<file path="config.mk">
export PLATFORM = sky130hd
export DESIGN_NAME = channel_enable_and_reset_regs
export DESIGN_NICKNAME = d
export VERILOG_FILES = /design/src/rtl/chan_regs_pkg.sv /design/src/rtl/channel_enable_and_reset_regs.sv
export VERILOG_INCLUDE_DIRS = /design/src /design/src/rtl
export SDC_FILE = /design/constraint.sdc
export NUM_CORES = 1
export LEC_CHECK = 0
export BUFFER_PORTS_ARGS = -buffer_cell sky130_fd_sc_hd__buf_2
export CAP_MARGIN = 10
export CELL_PAD_IN_SITES_DETAIL_PLACEMENT = 1
export CELL_PAD_IN_SITES_GLOBAL_PLACEMENT = 1
export CORE_MARGIN = 3
export CORE_UTILIZATION = 34
export DETAILED_ROUTE_END_ITERATION = 8
export PLACE_DENSITY_LB_ADDON = 0.1
export SLEW_MARGIN = 20
export SYNTH_ARGS = -nofsm -noshare
export SYNTH_HDL_FRONTEND = slang
export SYNTH_SLANG_ARGS = --single-unit
export TNS_END_PERCENT = 100
</file>
<file path="constraint.sdc">
create_clock -name ref_clk -period 3.6 [get_ports ref_clk]
set_clock_uncertainty 0.2 [all_clocks]
set_input_delay 0.72 -clock ref_clk [delete_from_list [all_inputs] [get_ports ref_clk]]
set_output_delay 0.72 -clock ref_clk [all_outputs]
set_load 0.02 [all_outputs]
</file>
<file path="src/rtl/chan_regs_params.svh">
// Purpose: Register offsets, codes and reset values for the channel control registers.
// Assumes: Offsets are the register numbers used on the register port.
// Notes: Definitions only.
`ifndef CHAN_REGS_PARAMS_SVH
`define CHAN_REGS_PARAMS_SVH
`define REG_BOARD_COMMAND 32'h0000_0064
`define REG_CHANNEL_ENABLE_MASK 32'h0000_2af8
`define REG_ENABLED_CHANNEL_COUNT 32'h0000_2af9
`define CARD_RESET_COMMAND 32'h0000_0001
`define CHAN_MASK_DEFAULT 8'h01
`define CHAN_COUNT_DEFAULT 4'h1
`define HALF_LOW_MASK 8'h0f
`define HALF_HIGH_MASK 8'hf0
`define INSTALLED_DEFAULT 4'h8
`endif

</file>
<file path="src/rtl/chan_regs_pkg.sv">
// Purpose: Types shared by the channel control register bank.
// Assumes: 32-bit register port.
// Notes: Holds types only.
package chan_regs_pkg;
   typedef struct packed {
      logic wr;
      logic rd;
      logic [31:0] addr;
      logic [31:0] wdata;
   } reg_req_s;
   typedef struct packed {
      logic ack;
      logic value_error;
      logic [31:0] rdata;
   } reg_rsp_s;
endpackage : chan_regs_pkg

</file>
<file path="src/rtl/channel_enable_and_reset_regs.sv">
// Purpose: Command, channel enable and channel count registers of an acquisition board.
// Assumes: One request per cycle at most, answered on the next edge.
// Notes: The card reset command restores every register as power-on reset does.
`timescale 1ns/1ps
`include "chan_regs_params.svh"
module channel_enable_and_reset_regs #(
   parameter logic [3:0] INSTALLED_CHANNELS = `INSTALLED_DEFAULT
) (
   input wire logic ref_clk,
   input wire logic rstn,
   input chan_regs_pkg::reg_req_s req,
   output chan_regs_pkg::reg_rsp_s rsp,
   input wire logic run_start,
   output logic [7:0] run_channel_mask,
   output logic [3:0] run_channel_count,
   output logic memory_valid,
   output logic trig_out_enable,
   output logic clk_out_enable,
   input wire logic memory_written,
   input wire logic trig_out_request,
   input wire logic clk_out_request
);
   function automatic logic [3:0] popcount8(input logic [7:0] m);
      logic [3:0] c;
      c = 4'h0;
      for (int i = 0; i < 8; i++) begin
         c = c + {3'h0, m[i]};
      end
      return c;
   endfunction : popcount8

   logic [7:0] mask_reg;
   logic [7:0] mask_next;
   logic [3:0] count_reg;
   logic soft_reset_reg;
   logic soft_reset_next;
   logic [7:0] run_mask_reg;
   logic [3:0] run_count_reg;
   logic mem_valid_reg;
   logic trig_en_reg;
   logic clk_en_reg;
   chan_regs_pkg::reg_rsp_s rsp_reg;
   chan_regs_pkg::reg_rsp_s rsp_next;

   wire sel_cmd = req.addr == `REG_BOARD_COMMAND;
   wire sel_mask = req.addr == `REG_CHANNEL_ENABLE_MASK;
   wire sel_count = req.addr == `REG_ENABLED_CHANNEL_COUNT;
   wire [7:0] wmask = req.wdata[7:0];
   wire [3:0] wcount = popcount8(wmask);
   wire [3:0] low_count = popcount8(wmask & `HALF_LOW_MASK);
   wire [3:0] high_count = popcount8(wmask & `HALF_HIGH_MASK);
   wire [7:0] inst_mask = (8'h01 << INSTALLED_CHANNELS[3:0]) - 8'h01;
   wire in_range = (INSTALLED_CHANNELS[3] ? 1'b1 : ((wmask & ~inst_mask) == 8'h00))
      && (req.wdata[31:8] == 24'h000000);
   // One channel, two channels, four channels, eight channels.
   wire four_ok = (INSTALLED_CHANNELS >= 4'h4)
      && ((low_count == 4'h4) || (high_count == 4'h4)
      || ((low_count == 4'h2) && (high_count == 4'h2)));
   wire mask_ok = in_range && ((wcount == 4'h1) || (wcount == 4'h2)
      || ((wcount == 4'h4) && four_ok) || (wcount == 4'h8));
   wire mask_bad = req.wr && sel_mask && !mask_ok;
   assign soft_reset_next = req.wr && sel_cmd && (req.wdata == `CARD_RESET_COMMAND);
   assign mask_next = (req.wr && sel_mask && mask_ok) ? wmask : mask_reg;

   always_comb begin
      rsp_next = '0;
      rsp_next.ack = req.wr || req.rd;
      rsp_next.value_error = mask_bad;
      if (req.rd && sel_mask) begin
         rsp_next.rdata = {24'h000000, mask_reg};
      end else if (req.rd && sel_count) begin
         rsp_next.rdata = {28'h0000000, count_reg};
      end
   end

   // Same reset path for power-on and command. defaults. outputs off.
   always_ff @(posedge ref_clk or negedge rstn) begin
      if (!rstn) begin
         soft_reset_reg <= 1'b0;
         mask_reg <= `CHAN_MASK_DEFAULT;
         count_reg <= `CHAN_COUNT_DEFAULT;
         run_mask_reg <= `CHAN_MASK_DEFAULT;
         run_count_reg <= `CHAN_COUNT_DEFAULT;
         mem_valid_reg <= 1'b0;
         trig_en_reg <= 1'b0;
         clk_en_reg <= 1'b0;
         rsp_reg <= '0;
      end else if (soft_reset_reg) begin
         soft_reset_reg <= 1'b0;
         mask_reg <= `CHAN_MASK_DEFAULT;
         count_reg <= `CHAN_COUNT_DEFAULT;
         run_mask_reg <= `CHAN_MASK_DEFAULT;
         run_count_reg <= `CHAN_COUNT_DEFAULT;
         mem_valid_reg <= 1'b0;
         trig_en_reg <= 1'b0;
         clk_en_reg <= 1'b0;
         rsp_reg <= '0;
      end else begin
         soft_reset_reg <= soft_reset_next;
         mask_reg <= mask_next;
         count_reg <= popcount8(mask_next);
         // Latch at run start. count sets memory split.
         if (run_start) begin
            run_mask_reg <= mask_reg;
            run_count_reg <= count_reg;
         end
         mem_valid_reg <= mem_valid_reg || memory_written;
         trig_en_reg <= trig_out_request;
         clk_en_reg <= clk_out_request;
         rsp_reg <= rsp_next;
      end
   end

   assign rsp = rsp_reg;
   assign run_channel_mask = run_mask_reg;
   assign run_channel_count = run_count_reg;
   assign memory_valid = mem_valid_reg;
   assign trig_out_enable = trig_en_reg;
   assign clk_out_enable = clk_en_reg;

   property p_count_tracks;
      @(posedge ref_clk) disable iff (!rstn)
      count_reg == popcount8(mask_reg);
   endproperty
   a_count_tracks: assert property (p_count_tracks) else $error("count differs from mask");

   property p_reject_keeps;
      @(posedge ref_clk) disable iff (!rstn)
      (mask_bad && !soft_reset_reg) |=> (mask_reg == $past(mask_reg) && rsp.value_error);
   endproperty
   a_reject_keeps: assert property (p_reject_keeps) else $error("rejected mask changed");

   property p_reset_cmd;
      @(posedge ref_clk) disable iff (!rstn)
      (soft_reset_next && !soft_reset_reg) |=> ##1
      (mask_reg == `CHAN_MASK_DEFAULT && !memory_valid && !trig_out_enable && !clk_out_enable);
   endproperty
   a_reset_cmd: assert property (p_reset_cmd) else $error("card reset incomplete");

   property p_three_bad;
      @(posedge ref_clk) disable iff (!rstn)
      (req.wr && sel_mask && wcount == 4'h3 && !soft_reset_reg) |=> rsp.value_error;
   endproperty
   a_three_bad: assert property (p_three_bad) else $error("three channel mask accepted");

   property p_run_hold;
      @(posedge ref_clk) disable iff (!rstn)
      (!run_start && !soft_reset_reg) |=> $stable(run_channel_mask);
   endproperty
   a_run_hold: assert property (p_run_hold) else $error("run mask changed mid run");

   property p_single_ok;
      @(posedge ref_clk) disable iff (!rstn)
      (req.wr && sel_mask && wcount == 4'h1 && in_range && !soft_reset_reg) |=>
      (mask_reg == $past(wmask));
   endproperty
   a_single_ok: assert property (p_single_ok) else $error("single channel refused");

   property p_pair_ok;
      @(posedge ref_clk) disable iff (!rstn)
      (req.wr && sel_mask && wcount == 4'h2 && in_range && !soft_reset_reg) |=> !rsp.value_error;
   endproperty
   a_pair_ok: assert property (p_pair_ok) else $error("pair refused");

   property p_four_rule;
      @(posedge ref_clk) disable iff (!rstn)
      (req.wr && sel_mask && wcount == 4'h4 && !four_ok && !soft_reset_reg) |=> rsp.value_error;
   endproperty
   a_four_rule: assert property (p_four_rule) else $error("bad four mask accepted");

   property p_defaults_after;
      @(posedge ref_clk) disable iff (!rstn)
      soft_reset_reg |=> (mask_reg == `CHAN_MASK_DEFAULT && count_reg == `CHAN_COUNT_DEFAULT
      && run_channel_mask == `CHAN_MASK_DEFAULT && run_channel_count == `CHAN_COUNT_DEFAULT);
   endproperty
   a_defaults_after: assert property (p_defaults_after) else $error("settings not defaulted");

   property p_memory_invalid;
      @(posedge ref_clk) disable iff (!rstn)
      soft_reset_reg |=> !memory_valid;
   endproperty
   a_memory_invalid: assert property (p_memory_invalid) else $error("memory still valid");

   property p_outputs_off;
      @(posedge ref_clk) disable iff (!rstn)
      soft_reset_reg |=> (!trig_out_enable && !clk_out_enable);
   endproperty
   a_outputs_off: assert property (p_outputs_off) else $error("outputs left on");

   property p_eight_gate;
      @(posedge ref_clk) disable iff (!rstn)
      ((req.wr && sel_mask && wcount == 4'h8 && req.wdata[31:8] == 24'h000000)
      && !soft_reset_reg) |=> (rsp.value_error == (INSTALLED_CHANNELS < 4'h8));
   endproperty
   a_eight_gate: assert property (p_eight_gate) else $error("eight channel gate wrong");

   property p_count_read;
      @(posedge ref_clk) disable iff (!rstn)
      (req.rd && sel_count && !soft_reset_reg)
      |=> (rsp.rdata == {28'h0000000, $past(count_reg)});
   endproperty
   a_count_read: assert property (p_count_read) else $error("count readback wrong");
endmodule : channel_enable_and_reset_regs

</file>
==> flow_metrics.py, run 1 <==
metrics = {
    "detailed_routing": {
        "ant_nets": 0,
        "drt-total-wl_mm": 6.63,
        "routedWlPerCell_um": 14.5,
        "route.detailed.drc": 0,
        "routed-via-count": 2097,
        "drtIter0Drc": 43,
        "detail_route.first_pass.iterations": 4,
        "via_per_inst": 4.58,
    },
    "worst_hold_path": {
        "hold_path_class": "reg2reg",
        "min_from": "memory_valid",
        "min_path_cells": 2,
        "holdPathEnd": "memory_valid",
    },
    "die": {
        "initial_core_util_pct": 35.4,
        "dieArea_mm2": 0.00817,
        "die_h_um": 90.4,
        "io_pins": 121,
        "die_w_um": 90.4,
        "fp-row-count": 30,
        "core_mm2": 0.00683,
    },
    "yosys": {
        "yosysUniqueCellTypes": 39,
        "synth-simple-area-share_pct": 21.7,
        "yosysSeqAreaShare_pct": 39.5,
        "synth_cells": 236,
        "synth_warnings": 0,
        "synthesis.area_mm2": 0.00242,
        "synthMuxAreaShare_pct": 10.9,
        "synthArstFlopShare_pct": 100,
        "synthFlopType": "dfrtp_1",
        "synth_top_family_by_area": "simple AND/OR/NAND/NOR gates",
        "synth-compound-area-share_pct": 4.55,
        "ys_ff_latch": 38,
        "syn_area_per_cell_um2": 10.3,
        "synth_xor_area_share_pct": 1.40,
        "synth_adder_area_share_pct": 11.0,
        "synth_edf_count": 0,
    },
    "critical_path": {
        "r2r-start": "mask_reg[0]",
        "arrival_ns": 5.60,
        "critPathKind": "in2reg",
        "start_kind": "primary input",
        "r2r_slack_ns": 0.22,
        "r2r-end": "count_reg[1]",
        "critPathMaxFanout": 5,
        "endpoint_kind": "flip-flop",
        "required_ns": 3.55,
        "worst-r2r-cell-count": 11,
    },
    "finish": {
        "areaGrowthSynthToFinish_pct": 37.9,
        "final_cell_mix": "buf_2 (94), dfrtp_1 (34), buf_4 (29), nor2_1 (24), conb_1 (24)",
        "n_fill_cell": 845,
        "drive_gt1_share_pct": 46.4,
        "largest_register_ffs": 10,
        "multiInputGateArea_mm2": 0.00140,
        "final_cells": 458,
        "final_net_count": 450,
        "seqCellArea_um2": 956,
        "diodes": 0,
        "layout_commonest_cell": "buf_2",
    },
    "pwr": {
        "finalPower_w": 0.00102,
        "ir_worst_vdd_mv": 0.221,
        "powerDensity_mw_per_mm2": 306,
        "cellLeakagePower_nw": 1.61,
    },
    "timing": {
        "rsz0062_at_grt": "true",
        "setup_violations": 4,
        "setup_slack_ns": -2.05,
        "hold_viol_final": 0,
        "period_minus_slack_ns": 5.65,
        "tightestPinTransition_ns": 0.854,
        "timing.fmax_mhz": 177,
        "finalMaxSlewViolations": 0,
        "maxSlewHeadroom_pct": 43.0,
        "hold-worst-slack_ns": 0.299,
        "finalCritPeriodShare_pct": 157,
    },
    "global_routing": {
        "groute.usage.overall_pct": 16.6,
        "grt_pass1_wl_mm": 10.9,
        "grt_overflow_total": 0,
        "grt_antenna_before_repair": 0,
        "grt_pass1_vias": 2209,
        "grt_max_degree": 39,
    },
    "placed_design": {
        "hpwl_mm": 5.37,
        "dp_slack_ns": -2.44,
        "io_buffers": 96,
        "globalplace.congestion": 0.778,
        "dp_cells": 447,
    },
    "clocking": {
        "cts_max_level": 2,
        "root_buffer": "clkbuf_8",
        "insertion_delay_ns": 0.29,
        "tritoncts": "yes",
        "cts_sinks": 38,
        "numCtsBuffers": 5,
        "path_clk_slew_ns": 0.08,
        "cts_hold_buf": 0,
        "cts_buffer_depth": 2,
    },
    "run_status": {
        "outcome": "complete, but fails checks",
        "violations": "negative setup slack",
    },
    "flow_run": {
        "maxCapViolations": 0,
    },
}
[timing repair]
| item | 4_1_cts | 5_1_grt |
|---|---|---|
| pin swaps | 7 | 9 |
| gates resized for setup | 9 | 7 |
| cloned | 0 | 0 |
| setup endpoints to repair | 5 | 13 |
| buffers inserted | 1 | 2 |
[kinds of logic (layout without fill, tap and decap cells)]
family,after synthesis,in the layout
simple gates,93,93
compound gates,14,14
mux,26,26
flops,38,38
xor+xnor,3,3
other cells,1,24
buf+inv,44,147
fa+ha+maj,17,17
[critical path, cell delays in order]
cell      delay, ns
buf_6          0.10
fa_2           0.49
ha_4           0.29
inv_2          0.04
fa_2           0.35
inv_2          0.08
ha_4           0.12
a21oi_2        0.04
xnor2_2        0.19
buf_4          0.16
nor4_4         0.04
a211oi_2       0.29
a21oi_4        0.14
mux2i_2        0.19
fa_1           0.55
inv_1          0.05
fa_1           0.44
inv_1          0.09
fa_2           0.44
inv_2          0.08
ha_4           0.13
inv_2          0.04
fa_2           0.52
nor2_2         0.03
[power by group]
part	switching [W]	internal (W)	leakage (nW)	total, W
sequential	0.000000752	0.000430	0.420	0.000430
clock	0.000158	0.000154	0.0472	0.000312
combinational	0.000143	0.000136	1.14	0.000279
total	0.000302	0.000720	1.61	0.00102
[per-stage QoR]
stage	util (%)	TNS (ns)	area (µm²)
detailed placement	45.9	-11.34	3140
global placement	45.9	-10.08	3140
floorplan	-	-8.37	2550
CTS	48.2	-7.56	3290
global route	48.9	-8.47	3340
finish	48.9	-7.61	3340
[worst max path at each step]
stage                         to   start  cells after the start
CTS                 count_reg[1]  req[3]                     23
finish              count_reg[1]  req[1]                     24
detailed placement  count_reg[1]  req[3]                     23
global route        count_reg[1]  req[1]                     24
floorplan           count_reg[1]  req[3]                     23
global placement    count_reg[1]  req[3]                     23
[metal layers]
layer / GRT usage (%) / wire (µm) / vias to the layer above
li1: - / - / 1007
met1: 19.5 / 2680 / 1001
met2: 30.2 / 3480 / 81
met3: 4.08 / 410 / 8
met4: 3.83 / 70 / 0
met5: 0 / 0 / -
[cells in the mapped netlist (all sizes together), types with 3 or more instances]
| master | count | share of area (%) |
|---|---|---|
| dfrtp | 34 | 35 |
| buf | 26 | 8.1 |
| nor2 | 26 | 4.0 |
| mux2i | 23 | 9.5 |
| inv | 14 | 2.2 |
| nand2b | 14 | 3.6 |
| nor4 | 12 | 3.1 |
| ha | 10 | 5.2 |
| fa | 7 | 5.8 |
| a21oi | 6 | 1.9 |
| nor2b | 6 | 1.6 |
| nand4 | 5 | 1.3 |
| nor3 | 5 | 1.0 |
| a22oi | 4 | 1.2 |
| and2 | 4 | 1.0 |
| clkbuf | 4 | 0.62 |
| dfstp | 4 | 4.3 |
| nand2 | 4 | 0.62 |
| mux2 | 3 | 1.4 |
| nand3b | 3 | 0.93 |
| nor3b | 3 | 0.93 |
[layout make-up]
class / instances / share of cell area (%)
sequential: 38 / 28.6
tap: 96 / 3.60
clock buffer: 6 / 2.47
inverter: 14 / 1.57
clock inverter: 2 / 0.375
timing repair buffer: 125 / 21.3
multi-input combinational: 177 / 42.1
Note: power is estimated with default switching activity, not from simulation.
==> inputs of run 2 (changes only) <==
--- a/config.mk
+++ b/config.mk
@@ -10,6 +10,7 @@
 export CAP_MARGIN = 10
 export CELL_PAD_IN_SITES_DETAIL_PLACEMENT = 1
 export CELL_PAD_IN_SITES_GLOBAL_PLACEMENT = 1
+export CORE_ASPECT_RATIO = 1.25
 export CORE_MARGIN = 3
 export CORE_UTILIZATION = 34
 export DETAILED_ROUTE_END_ITERATION = 8
==> flow_metrics.py, run 2 (same netlist as run 1, synthesis figures left out) <==
metrics = {
    "placed_design": {
        "dp_slack_ns": -2.41,
        "io_buffers": 96,
        "dp_cells": 440,
        "globalplace.congestion": 0.790,
        "hpwl_mm": 5.11,
    },
    "detailed_routing": {
        "wl_met1_mm": 2.36,
        "route.detailed.drc": 0,
        "via_per_inst": 4.67,
        "detail_route.first_pass.iterations": 4,
        "routedWlPerCell_um": 13.8,
        "routed.top_layer": "met4",
        "ant_nets": 0,
        "routed-wl-met3_um": 301,
        "wl_met2_mm": 3.47,
        "drt-total-wl_mm": 6.25,
        "drtIter0Drc": 48,
        "routed-via-count": 2118,
    },
    "timing": {
        "rsz0062_at_grt": "true",
        "period_minus_slack_ns": 5.60,
        "hold_viol_final": 0,
        "tightestPinTransition_ns": 0.822,
        "timing.fmax_mhz": 178,
        "setup_slack_ns": -2.00,
        "finalMaxSlewViolations": 0,
        "setup_violations": 4,
        "finalCritPeriodShare_pct": 156,
        "maxSlewHeadroom_pct": 45.2,
    },
    "critical_path": {
        "required_ns": 3.62,
        "critPathKind": "in2reg",
        "start_kind": "primary input",
        "endpoint_kind": "flip-flop",
        "arrival_ns": 5.63,
        "critPathMaxFanout": 4,
    },
    "finish": {
        "final_cells": 454,
        "final_net_count": 455,
        "seqCellArea_um2": 956,
        "drive_gt1_share_pct": 46.0,
        "n_fill_cell": 816,
        "final_cell_mix": "buf_2 (94), dfrtp_1 (34), buf_4 (33), nor2_1 (25), conb_1 (24)",
        "diodes": 0,
        "largest_register_ffs": 10,
        "multiInputGateArea_mm2": 0.00138,
        "layout_commonest_cell": "buf_2",
        "areaGrowthSynthToFinish_pct": 38.5,
    },
    "run_status": {
        "violations": "negative setup slack",
        "outcome": "complete, but fails checks",
    },
    "die": {
        "core_mm2": 0.00673,
        "fp-row-count": 33,
        "die_w_um": 81.5,
        "initial_core_util_pct": 36.0,
        "io_pins": 121,
        "dieArea_mm2": 0.00818,
        "die_h_um": 100,
    },
    "clocking": {
        "numCtsBuffers": 5,
        "root_buffer": "clkbuf_8",
        "cts_hold_buf": 0,
        "cts_sinks": 38,
        "path_clk_slew_ns": 0.07,
        "cts_buffer_depth": 2,
        "tritoncts": "yes",
        "cts_max_level": 2,
        "insertion_delay_ns": 0.29,
    },
    "worst_hold_path": {
        "hold_path_class": "reg2reg",
    },
    "pwr": {
        "cellLeakagePower_nw": 1.63,
        "ir_worst_vdd_mv": 0.164,
        "powerDensity_mw_per_mm2": 299,
    },
    "global_routing": {
        "grt_pass1_wl_mm": 10.2,
        "grt_pass1_vias": 2196,
        "groute.usage.overall_pct": 16.1,
        "grt_overflow_total": 0,
        "grt_antenna_before_repair": 0,
        "grt_max_degree": 39,
    },
    "flow_run": {
        "maxCapViolations": 0,
    },
}
run 2: cell types whose count changed in the layout (fill, tap and decap cells not counted), sizes merged:
cell / change
clkinvlp: -1
clkbuf: +1
buf: +5
run 2: worst max-delay path: stages:
cell and delay [ns]:
buf_6 0.10, fa_1 0.51, ha_4 0.30, inv_2 0.03, fa_2 0.34, inv_2 0.09, ha_4 0.13, a21oi_2 0.04
xnor2_2 0.20, and4bb_1 0.22, a211oi_2 0.25, a21oi_4 0.14, mux2i_2 0.18, fa_1 0.53, inv_1 0.05, fa_1 0.48
inv_1 0.05, fa_2 0.52, inv_2 0.04, ha_4 0.15, inv_2 0.05, fa_2 0.42, nor2_2 0.09
run 2: worst paths after layout:
check                      slack, ns                    to         start  depth (start not counted)
setup / recovery               -2.00          count_reg[1]        req[1]                         23
hold / removal                  0.30          memory_valid  memory_valid                          2
setup reg to reg                0.28          count_reg[1]   mask_reg[0]                         11
hold reg to reg                 0.30          memory_valid  memory_valid                          2
max in group asynchronous       2.36   run_channel_mask[4]          rstn                          1
min in group asynchronous       0.32  run_channel_count[2]          rstn                          1
run 2: repair_timing:
action / CTS / global route
resized for setup: 8 / 6
setup buffers: 3 / 3
setup endpoints to repair: 4 / 13
pin swaps: 11 / 6
run 2: metal layers:
metal / vias up / track usage, %
met5: - / 0
met4: 0 / 6.24
met3: 7 / 1.80
met2: 60 / 30.2
met1: 1029 / 18.0
li1: 1022 / -
run 2: through the flow:
| step | hold WS, ns | area, µm² | TNS (ns) | util, % | power, W |
|---|---|---|---|---|---|
| floorplan | 0.224 | 2550 | -8.37 | - | 0.000585 |
| global placement | 0.267 | 3140 | -10.02 | 46.7 | 0.000669 |
| detailed placement | 0.286 | 3140 | -11.34 | 46.7 | 0.000675 |
| CTS | 0.303 | 3310 | -7.65 | 49.1 | 0.00100 |
| global route | 0.336 | 3350 | -8.77 | 49.8 | 0.00106 |
| finish | 0.296 | 3350 | -7.62 | 49.8 | 0.00100 |
run 2: layout make-up:
| cell class | count | share of cell area (%) |
|---|---|---|
| multi-input combinational | 177 | 41.3 |
| sequential | 38 | 28.5 |
| inverter | 14 | 1.57 |
| tap | 87 | 3.25 |
| timing repair buffer | 130 | 22.7 |
| clock buffer | 7 | 2.57 |
| clock inverter | 1 | 0.149 |
run 2: power breakdown:
group	internal [W]	switching, W	leakage (nW)
logic	0.000139	0.000134	1.16
clock network	0.000154	0.000145	0.0482
registers	0.000430	0.000000684	0.420
total	0.000723	0.000279	1.63
==> inputs of run 3 (changes only) <==
--- a/config.mk
+++ b/config.mk
@@ -14,6 +14,7 @@
 export CORE_MARGIN = 3
 export CORE_UTILIZATION = 34
 export DETAILED_ROUTE_END_ITERATION = 8
+export GPL_TIMING_DRIVEN = 0
 export PLACE_DENSITY_LB_ADDON = 0.1
 export SLEW_MARGIN = 20
 export SYNTH_ARGS = -nofsm -noshare
==> flow_metrics.py, run 3 (same netlist as run 1, synthesis figures left out) <==
metrics = {
    "run_status": {
        "outcome": "complete, but fails checks",
        "violations": "negative setup slack",
    },
    "placed_design": {
        "hpwl_mm": 5.41,
        "globalplace.congestion": 0.775,
        "io_buffers": 96,
    },
    "timing": {
        "finalCritPeriodShare_pct": 161,
        "rsz0062_at_grt": "true",
        "finalMaxSlewViolations": 0,
        "timing.fmax_mhz": 173,
        "maxSlewHeadroom_pct": 43.5,
        "period_minus_slack_ns": 5.79,
        "setup_violations": 4,
        "tightestPinTransition_ns": 0.847,
        "hold-worst-slack_ns": 0.289,
        "hold_viol_final": 0,
        "setup_slack_ns": -2.19,
    },
    "global_routing": {
        "grt_antenna_before_repair": 0,
        "met2_usage_pct": 31.9,
        "grt_pass1_vias": 2331,
        "grt_overflow_total": 0,
        "grt_pass1_wl_mm": 11.0,
        "use_met3_pct": 3.14,
        "groute.usage.overall_pct": 17.6,
        "grt_use_met1_pct": 19.7,
        "busiest_layer": "met2",
        "grt_max_degree": 39,
    },
    "finish": {
        "drive_gt1_share_pct": 45.8,
        "largest_register_ffs": 10,
        "layout_commonest_cell": "buf_2",
        "seqCellArea_um2": 956,
        "areaGrowthSynthToFinish_pct": 41.2,
        "final_cell_mix": "buf_2 (93), dfrtp_1 (34), buf_4 (32), nor2_1 (26), conb_1 (24)",
        "final_net_count": 459,
        "multiInputGateArea_mm2": 0.00143,
        "diodes": 0,
        "n_fill_cell": 829,
    },
    "die": {
        "fp-row-count": 33,
        "dieArea_mm2": 0.00818,
        "io_pins": 121,
        "die_h_um": 100,
        "core_mm2": 0.00673,
        "initial_core_util_pct": 36.0,
        "die_w_um": 81.5,
    },
    "clocking": {
        "path_clk_slew_ns": 0.07,
        "cts_sinks": 38,
        "cts_buffer_depth": 2,
        "cts_max_level": 2,
        "numCtsBuffers": 5,
        "insertion_delay_ns": 0.29,
        "root_buffer": "clkbuf_8",
        "cts_hold_buf": 0,
        "tritoncts": "yes",
    },
    "detailed_routing": {
        "drtIter0Drc": 62,
        "detail_route.first_pass.iterations": 4,
        "routedWlPerCell_um": 14.8,
        "via_per_inst": 4.72,
        "routed-via-count": 2160,
        "route.detailed.drc": 0,
        "ant_nets": 0,
        "drt-total-wl_mm": 6.78,
    },
    "worst_hold_path": {
        "hold_path_class": "reg2reg",
    },
    "critical_path": {
        "cp_cell_sequence": "buf_8 > fa_1 > ha_4 > inv_2 > fa_2 > inv_2 > ha_4 > a21oi_4 > xnor2_2 > and4bb_1 > a211oi_4 > a21oi_4 > buf_8 > mux2i_4 > fa_1 > inv_1 > fa_1 > inv_2 > fa_2 > inv_2 > ha_4 > inv_2 > fa_2 > nor2_1",
        "cp_slowest_cell": "fa_1",
        "crit_family": "adder cells",
        "max_stage_delay_ns": 0.55,
        "path_buf_inv": 8,
        "arrival_ns": 5.81,
        "timing.critical_path.mode_cell": "inv_2",
        "required_ns": 3.62,
        "critPathKind": "in2reg",
        "critPathMaxFanout": 4,
        "endpoint_kind": "flip-flop",
        "start_kind": "primary input",
    },
    "pwr": {
        "powerDensity_mw_per_mm2": 299,
        "cellLeakagePower_nw": 1.65,
        "finalPower_w": 0.00102,
        "ir_worst_vdd_mv": 0.128,
    },
    "flow_run": {
        "maxCapViolations": 0,
    },
}
## run 3: routing by layer
metal / routed length, µm / share of wire (%)
met1: 2550 / 38
met5: 0 / 0
met4: 158 / 2.3
met3: 307 / 4.5
met2: 3770 / 56
## run 3: final timing paths
| path | from | to | slack (ns) | depth (start not counted) |
|---|---|---|---|---|
| worst max register to register | mask_reg[0] | count_reg[1] | 0.24 | 11 |
| worst min register to register | memory_valid | memory_valid | 0.29 | 2 |
| min in group asynchronous | rstn | rsp[2] | 0.33 | 1 |
| worst max-delay path | req[0] | count_reg[1] | -2.19 | 24 |
| worst min-delay path | memory_valid | memory_valid | 0.29 | 2 |
| max in group asynchronous | rstn | rsp[7] | 2.33 | 1 |
## run 3: through the flow
stage	TNS (ns)	std cells	util (%)	setup WS (ns)	area, µm²
after floorplan	-8.37	259	-	-2.24	2550
after global placement	-12.38	442	46.7	-2.69	3140
after detailed placement	-13.56	442	46.7	-2.87	3140
after CTS	-8.50	457	50.4	-2.25	3390
after global routing	-9.22	458	50.8	-2.35	3420
final	-8.28	458	50.8	-2.19	3420
## run 3: layout make-up
class                           count  area share, %
Inverter                           14           1.54
Buffer                             30           6.26
Multi-Input combinational cell    177           41.9
Tap cell                           87           3.18
Clock buffer                        7           2.53
Timing Repair Buffer              104           16.5
Clock inverter                      1          0.146
Sequential cell                    38           28.0
## run 3: timing repair
action | in CTS | in global routing
endpoints found under the setup margin | 9 | 9
pin swaps | 9 | 5
buffers inserted | 7 | 2
resized for setup | 21 | 4
## run 3: worst reg2reg max path, cell delays in order (launching register included)
cell and delay (ns):
dfstp_2 0.60, mux2i_4 0.09, fa_1 0.55, inv_1 0.06, fa_1 0.49, inv_2 0.04
fa_2 0.52, inv_2 0.05, ha_4 0.15, inv_2 0.04, fa_2 0.41, nor2_1 0.10
## run 3: power breakdown
part           internal (W)  switching, W
sequential         0.000430   0.000000619
clock              0.000154      0.000147
combinational      0.000146      0.000144
total              0.000731      0.000292
